<file path="src/pkg/csp_pkg.sv">
// Shared constants and types for the clocked serial port.
`default_nettype none

package csp_pkg;

  // ---------------------------------------------------------------
  // Register map in I/O space
  // ---------------------------------------------------------------
  localparam logic [7:0] CSP_CTRL_ADDR = 8'h0a;
  localparam logic [7:0] CSP_DATA_ADDR = 8'h0b;

  // ---------------------------------------------------------------
  // Control/status field positions and reset values
  // ---------------------------------------------------------------
  localparam int CSP_END_FLAG_BIT = 7;
  localparam int CSP_EIE_BIT = 6;
  localparam int CSP_RX_GO_BIT = 5;
  localparam int CSP_TX_GO_BIT = 4;
  localparam int CSP_SPEED_LSB = 0;
  localparam int CSP_SPEED_MSB = 2;
  localparam logic [2:0] CSP_SPEED_RESET = 3'h7;
  localparam logic [2:0] CSP_SPEED_EXTERNAL = 3'h7;
  localparam logic CSP_FLAG_RESET = 1'h0;

  // ---------------------------------------------------------------
  // Timing
  // ---------------------------------------------------------------
  // Smallest divide ratio in system clocks; each code step doubles it.
  localparam int CSP_BASE_DIVIDE = 20;
  localparam logic [10:0] CSP_HALF_BASE = 11'(CSP_BASE_DIVIDE / 2);
  localparam logic [3:0] CSP_BITS_PER_BYTE = 4'h8;
  localparam logic CSP_SCLK_IDLE = 1'h1;
  localparam logic CSP_SOUT_IDLE = 1'h1;

  // ---------------------------------------------------------------
  // Types
  // ---------------------------------------------------------------
  typedef struct packed {
    logic [7:0] addr;
    logic wr;
    logic rd;
    logic [7:0] wdata;
  } csp_io_req_type;

  typedef struct packed {
    logic end_flag;
    logic end_irq_enable;
    logic rx_go;
    logic transmit_go;
    logic [2:0] speed_select;
  } csp_ctrl_type;

  typedef enum logic [1:0] {
    CSP_IDLE = 2'b01,
    CSP_SHIFT = 2'b10
  } csp_state_type;

endpackage

`default_nettype wire

</file>
<file path="src/logic/csp_clk_div.sv">
// Internal serial clock generator dividing the system clock.
`timescale 1ns/10ps
`default_nettype none

module csp_clk_div (
  // Clock and reset
  input wire logic ref_clk_i,
  input wire logic rst_n_i,
  // Control
  input wire logic run_i,
  input wire logic [2:0] speed_i,
  // Generated clock and edge pulses
  output logic sclk_o,
  output logic rise_o,
  output logic fall_o
);

  logic [10:0] cnt_q;
  logic [10:0] cnt_d;
  logic sclk_q;
  logic sclk_d;
  logic rise_q;
  logic rise_d;
  logic fall_q;
  logic fall_d;
  logic [10:0] half_len;

  // Half period is ten clocks shifted up by the speed code.
  assign half_len = 11'(csp_pkg::CSP_HALF_BASE << speed_i);

  always_comb
  begin
    cnt_d = cnt_q;
    sclk_d = sclk_q;
    rise_d = 1'b0;
    fall_d = 1'b0;
    if (!run_i)
    begin
      cnt_d = '0;
      sclk_d = csp_pkg::CSP_SCLK_IDLE;
    end
    else if (cnt_q == half_len - 11'h001)
    begin
      cnt_d = '0;
      sclk_d = ~sclk_q;
      rise_d = ~sclk_q;
      fall_d = sclk_q;
    end
    else
    begin
      cnt_d = cnt_q + 11'h001;
    end
  end

  always_ff @(posedge ref_clk_i)
  begin
    if (!rst_n_i)
    begin
      cnt_q <= '0;
      sclk_q <= csp_pkg::CSP_SCLK_IDLE;
      rise_q <= 1'b0;
      fall_q <= 1'b0;
    end
    else
    begin
      cnt_q <= cnt_d;
      sclk_q <= sclk_d;
      rise_q <= rise_d;
      fall_q <= fall_d;
    end
  end

  assign sclk_o = sclk_q;
  assign rise_o = rise_q;
  assign fall_o = fall_q;

endmodule

`default_nettype wire

</file>
<file path="src/logic/csp_serial_port.sv">
// Clocked full-duplex serial port with control/status and shift data registers.
`timescale 1ns/10ps
`default_nettype none

module csp_serial_port (
  // Clock and reset
  input wire logic ref_clk_i,
  input wire logic rst_n_i,
  // CPU I/O access
  input wire csp_pkg::csp_io_req_type io_req_i,
  output logic [7:0] io_rdata_o,
  output logic irq_o,
  // Serial clock pin
  input wire logic serial_clock_pin_i,
  output logic serial_clock_pin_o,
  output logic serial_clock_pin_oe_o,
  // Serial data pins
  input wire logic serial_in_pin_i,
  output logic serial_out_pin_o
);

  // ---------------------------------------------------------------
  // State
  // ---------------------------------------------------------------
  csp_pkg::csp_ctrl_type ctrl_q;
  csp_pkg::csp_ctrl_type ctrl_d;
  csp_pkg::csp_state_type state_q;
  csp_pkg::csp_state_type state_d;
  logic [7:0] shift_data_byte_q;
  logic [7:0] shift_data_byte_d;
  logic [3:0] bit_cnt_q;
  logic [3:0] bit_cnt_d;
  logic sout_q;
  logic sout_d;
  logic [7:0] rdata_q;
  logic [7:0] rdata_d;
  logic irq_q;
  logic irq_d;
  logic clk_oe_q;
  logic clk_oe_d;
  logic ext_q;
  logic ext_prev_q;

  logic ctrl_wr;
  logic data_wr;
  logic ctrl_rd;
  logic data_rd;
  logic internal_mode;
  logic run_internal;
  logic int_sclk;
  logic int_rise;
  logic int_fall;
  logic bit_rise;
  logic bit_fall;
  logic active;

  assign ctrl_wr = io_req_i.wr && (io_req_i.addr == csp_pkg::CSP_CTRL_ADDR);
  assign data_wr = io_req_i.wr && (io_req_i.addr == csp_pkg::CSP_DATA_ADDR);
  assign ctrl_rd = io_req_i.rd && (io_req_i.addr == csp_pkg::CSP_CTRL_ADDR);
  assign data_rd = io_req_i.rd && (io_req_i.addr == csp_pkg::CSP_DATA_ADDR);
  assign active = ctrl_q.transmit_go || ctrl_q.rx_go;
  assign internal_mode = (ctrl_q.speed_select != csp_pkg::CSP_SPEED_EXTERNAL);
  assign run_internal = internal_mode && active && (state_q == csp_pkg::CSP_SHIFT);

  // ---------------------------------------------------------------
  // Serial clock sources
  // ---------------------------------------------------------------
  // divide ratio select
  csp_clk_div u_clk_div (
    .ref_clk_i(ref_clk_i),
    .rst_n_i(rst_n_i),
    .run_i(run_internal),
    .speed_i(ctrl_q.speed_select),
    .sclk_o(int_sclk),
    .rise_o(int_rise),
    .fall_o(int_fall)
  );

  // External clock is assumed slower than divide-by-20, so a plain edge detect suffices.
  always_ff @(posedge ref_clk_i)
  begin
    if (!rst_n_i)
    begin
      ext_q <= csp_pkg::CSP_SCLK_IDLE;
      ext_prev_q <= csp_pkg::CSP_SCLK_IDLE;
    end
    else
    begin
      ext_q <= serial_clock_pin_i;
      ext_prev_q <= ext_q;
    end
  end

  assign bit_rise = internal_mode ? int_rise : (ext_q && !ext_prev_q);
  assign bit_fall = internal_mode ? int_fall : (!ext_q && ext_prev_q);

  // ---------------------------------------------------------------
  // Control, shifter and read data
  // ---------------------------------------------------------------
  always_comb
  begin
    ctrl_d = ctrl_q;
    state_d = state_q;
    shift_data_byte_d = shift_data_byte_q;
    bit_cnt_d = bit_cnt_q;
    sout_d = sout_q;
    rdata_d = '0;

    if (state_q == csp_pkg::CSP_SHIFT && bit_rise)
    begin
      shift_data_byte_d = {serial_in_pin_i, shift_data_byte_q[7:1]};
      bit_cnt_d = bit_cnt_q + 4'h1;
      if (bit_cnt_q == csp_pkg::CSP_BITS_PER_BYTE - 4'h1)
      begin
        ctrl_d.transmit_go = 1'b0;
        ctrl_d.rx_go = 1'b0;
        state_d = csp_pkg::CSP_IDLE;
      end
    end
    if (state_q == csp_pkg::CSP_SHIFT && bit_fall && ctrl_q.transmit_go)
    begin
      sout_d = shift_data_byte_q[0];
    end

    if (data_wr)
    begin
      shift_data_byte_d = io_req_i.wdata;
    end

    if (ctrl_wr)
    begin
      ctrl_d.end_irq_enable = io_req_i.wdata[csp_pkg::CSP_EIE_BIT];
      ctrl_d.rx_go = io_req_i.wdata[csp_pkg::CSP_RX_GO_BIT];
      ctrl_d.transmit_go = io_req_i.wdata[csp_pkg::CSP_TX_GO_BIT];
      ctrl_d.speed_select = io_req_i.wdata[csp_pkg::CSP_SPEED_MSB:csp_pkg::CSP_SPEED_LSB];
      if (!ctrl_d.rx_go && !ctrl_d.transmit_go)
      begin
        state_d = csp_pkg::CSP_IDLE;
        sout_d = csp_pkg::CSP_SOUT_IDLE;
      end
      else if (!active)
      begin
        state_d = csp_pkg::CSP_SHIFT;
        bit_cnt_d = '0;
        // First bit is presented before the first clock edge.
        sout_d = ctrl_d.transmit_go ? shift_data_byte_d[0] : csp_pkg::CSP_SOUT_IDLE;
      end
    end

    if (data_wr || data_rd)
    begin
      ctrl_d.end_flag = 1'b0;
    end
    // completion sets end flag; a set in the same cycle as a clear wins.
    if (state_q == csp_pkg::CSP_SHIFT && bit_rise && bit_cnt_q == csp_pkg::CSP_BITS_PER_BYTE - 4'h1)
    begin
      ctrl_d.end_flag = 1'b1;
    end

    if (ctrl_rd)
    begin
      rdata_d = {ctrl_q.end_flag, ctrl_q.end_irq_enable, ctrl_q.rx_go, ctrl_q.transmit_go, 1'b0,
                 ctrl_q.speed_select};
    end
    else if (data_rd)
    begin
      rdata_d = shift_data_byte_q;
    end

    irq_d = ctrl_d.end_flag && ctrl_d.end_irq_enable;
    clk_oe_d = (ctrl_d.speed_select != csp_pkg::CSP_SPEED_EXTERNAL);
  end

  // reset values; the shift data byte is kept across reset.
  always_ff @(posedge ref_clk_i)
  begin
    if (!rst_n_i)
    begin
      ctrl_q.end_flag <= csp_pkg::CSP_FLAG_RESET;
      ctrl_q.end_irq_enable <= csp_pkg::CSP_FLAG_RESET;
      ctrl_q.rx_go <= csp_pkg::CSP_FLAG_RESET;
      ctrl_q.transmit_go <= csp_pkg::CSP_FLAG_RESET;
      ctrl_q.speed_select <= csp_pkg::CSP_SPEED_RESET;
      state_q <= csp_pkg::CSP_IDLE;
      bit_cnt_q <= '0;
      sout_q <= csp_pkg::CSP_SOUT_IDLE;
      rdata_q <= '0;
      irq_q <= 1'b0;
      clk_oe_q <= 1'b0;
    end
    else
    begin
      ctrl_q <= ctrl_d;
      state_q <= state_d;
      bit_cnt_q <= bit_cnt_d;
      sout_q <= sout_d;
      rdata_q <= rdata_d;
      irq_q <= irq_d;
      clk_oe_q <= clk_oe_d;
    end
  end

  always_ff @(posedge ref_clk_i)
  begin
    if (rst_n_i)
    begin
      shift_data_byte_q <= shift_data_byte_d;
    end
  end

  // ---------------------------------------------------------------
  // Outputs
  // ---------------------------------------------------------------
  assign io_rdata_o = rdata_q;
  assign irq_o = irq_q;
  assign serial_out_pin_o = sout_q;
  assign serial_clock_pin_o = int_sclk;
  assign serial_clock_pin_oe_o = clk_oe_q;

endmodule

`default_nettype wire

</file>
<file path="config.mk">
export PLATFORM = sky130hd
export DESIGN_NAME = csp_serial_port
export DESIGN_NICKNAME = d
export VERILOG_FILES = /design/src/pkg/csp_pkg.sv /design/src/logic/csp_clk_div.sv /design/src/logic/csp_serial_port.sv
export SDC_FILE = /design/constraint.sdc
export NUM_CORES = 1
export LEC_CHECK = 0
export ABC_AREA = 1
export BUFFER_PORTS_ARGS = -buffer_cell sky130_fd_sc_hd__buf_2
export CAP_MARGIN = 40
export CORE_ASPECT_RATIO = 2
export CORE_UTILIZATION = 55
export CTS_BUF_LIST = sky130_fd_sc_hd__clkbuf_4
export DETAILED_ROUTE_END_ITERATION = 10
export PLACE_DENSITY = 0.77
export SYNTH_ARGS = -nofsm -noshare
export SYNTH_HDL_FRONTEND = slang
export SYNTH_SLANG_ARGS = --single-unit
</file>
<file path="constraint.sdc">
create_clock -name ref_clk_i -period 2 [get_ports ref_clk_i]
set_input_delay 0.4 -clock ref_clk_i [delete_from_list [all_inputs] [get_ports ref_clk_i]]
set_output_delay 0.4 -clock ref_clk_i [all_outputs]
set_load 0.01 [all_outputs]
</file>
==> results.ini <==
[timing]
slew_violations=0
rsz0062_at_grt=false
finalWorstSetupSlack_ns=0.2896
relSlewSlack_pct=65.14
tns_ns=0
setup_violations=0
hold_viol_final=0
fin_crit_ns=1.710
worst_pin_slew_ns=0.5189
whs_ns=0.2018
fmax_mhz=584.6
fin_crit_sh_pct=85.52
fin_skew_ns=0.01854

[pwr]
p_per_area_nw_per_um2=534.2
intPower_uw=1136
power_frac_clock_pct=29.6
switching_power_uw=341.4
pwr-share-seq_pct=66.6
p_leak_uw=0.001225
p_comb_share_pct=3.7
ir_drop_mv=0.6688
switching_share_pct=23.10

[layout]
syn2layout_area_growth_pct=11.33
final_core_util_pct=63.75
fillCellCount=437
num_antenna_cells=0
fin_nets=409
drive_gt1_share_pct=18.65
fin_cells=440

[placed_design]
place_congestion=0.9160
dp.cells=432
place_hpwl_um=4283
port_buffers=33
pre_cts_slack_ns=0.1615

[setup_path]
cp_top_family=simple AND/OR/NAND/NOR gates
crit_arrival_ns=1.99
critPathCaptureType=register
cp_slowest_cell=nor3_1
path_max_fanout=5
crit_required_ns=2.28
crit_buf_inv=1
crit_path_start_kind=register
crit_type=register to register
path_cells=ha_1 -> nand3_1 -> nor3_1 -> nand4_1 -> xor2_1 -> inv_1 -> nor2_1
cpPeakStageDelay_ns=0.43

[route]
vias=2250
ant_nets=0
viasPerCell=5.114
drt_iter0_markers=50
wl_per_cell_um=12.38
routed_wl_um=5445
drc=0
drt_pre_antenna_iters=6

[clock_network]
cts.path.max_buffers=2
clkTransAtPathRegs_ns=0.14
cts-root-buf=clkbuf_4
hold_buffers=0
clock_sinks=48
cts_buffers=5
tritoncts=yes
htree_levels=2
clock_latency_ns=0.37

[logic_synthesis]
ys_seq_area_share_pct=41.89
synthMostInstantiatedCell=nand2_1
synth_top_area_cell=dfxtp_1
synthArstFlopShare_pct=0
synthFlopType=dfxtp_1
synth_cell_types=33
synth_edf_count=8
synth_commonest_cells=nand2_1 (101), nor2_1 (47), dfxtp_1 (40)
syn_inst=345
postSynthAreaPerCell_um2=7.203
ys_seq_elements=48
syn_area_um2=2485
syn_nets=369
yosys_warnings=0
synth_area_leaders=dfxtp_1 (32%), nand2_1 (15%), edfxtp_1 (9.7%)
synth_top_area_share_pct=32.23

[floorplanning]
floorplan.initialDensity_pct=57.27
core-area_um2=4339
fp.dieH_um=97.06
die_x_um=49.53
dieArea_um2=4807
rows=34
io-pin-count=34

[global_route]
grt_start_max_net_pins=15
gr-usage-all-layers_pct=25.53
grt_remaining_overflow=0
grt_pass1_wl_um=9404
grt_pass1_vias=2245
antenna_found_initial=0

[status]
status=finished clean

[hold_path]
hp-class=input pin to register

[run]
drv_cap=0

[metal layers]
layer	track usage [%]	up-vias	share of wire, %
met5	0	-	0
met4	15.16	0	3.8
met3	3.912	16	2.7
met2	49.06	49	57
met1	23.58	1012	36
li1	-	1173	-
[layout by cell type, fill, tap and decap left out, types with 4 or more instances in the layout]
| cell | netlist | routed |
|---|---|---|
| a21oi_1 | 12 | 12 |
| buf_2 | 2 | 33 |
| buf_4 | 0 | 7 |
| clkbuf_4 | 0 | 5 |
| dfxtp_1 | 40 | 37 |
| edfxtp_1 | 8 | 8 |
| inv_1 | 37 | 37 |
| nand2_1 | 101 | 101 |
| nand2_2 | 4 | 4 |
| nand3_1 | 33 | 33 |
| nand4_1 | 5 | 5 |
| nor2_1 | 47 | 47 |
| nor3_1 | 4 | 4 |
| o21ai_0 | 8 | 8 |
| xor2_1 | 10 | 10 |
[through the flow]
stage | instance area (um^2) | power, uW
2_1_floorplan | 2485 | 1031
3_3_place_gp | 2711 | 1061
3_5_place_dp | 2711 | 1062
4_1_cts | 2763 | 1490
5_1_grt | 2766 | 1523
6_report | 2766 | 1478
[what timing repair did]
action	CTS	global route
setup endpoints to repair	0	12
resized for setup	0	3
setup buffers	0	0
[final timing paths]
path | start | endpoint | slack (ns) | depth (start not counted)
hold / removal | serial_clock_pin_i | ext_q | 0.20 | 2
setup / recovery | u_clk_div.cnt_q[0] | u_clk_div.cnt_q[10] | 0.29 | 7
setup reg to reg | u_clk_div.cnt_q[0] | u_clk_div.cnt_q[10] | 0.29 | 7
hold reg to reg | ext_q | ext_prev_q | 0.47 | 2
[power groups by stage]
stage	sequential [uW]	clock (uW)	combinational (uW)
floorplan	1010	0	26.0
global placement	1010	0	55.2
detailed placement	1010	0	55.7
CTS	985	449	55.7
global route	986	475	62.3
finish	985	438	55.2
[layout make-up]
type	instances	area (um^2)	share of cell area [%]
sequential	48	1045	37.77
multi-input combinational	249	1229	44.41
timing repair buffer	40	217.7	7.870
clock inverter	3	13.76	0.4975
inverter	41	156.4	5.654
tap	54	67.56	2.442
clock buffer	5	37.54	1.357
[worst register-to-register path, cell delays in order (launching register included)]
cell and delay (ns):
dfxtp_1 0.42, ha_1 0.21, nand3_1 0.12, nor3_1 0.43
nand4_1 0.18, xor2_1 0.18, inv_1 0.05, nor2_1 0.03
[sequential cells by signal (all words and copies together) (netlist names), 2 cells and up]
register	count
bit_cnt_q	4
ctrl_q	7
io_rdata_o	8
shift_data_byte_q	8
state_q	2
u_clk_div.cnt_q	11
[logic make-up after synthesis]
group,Yosys count,share of synthesized area [%]
simple gates,207,37.81
buf+inv,48,8.660
flops,48,41.89
compound gates,29,6.748
xor+xnor,11,3.877
fa+ha+maj,2,1.007
Note: power is estimated with default switching activity, not from simulation.
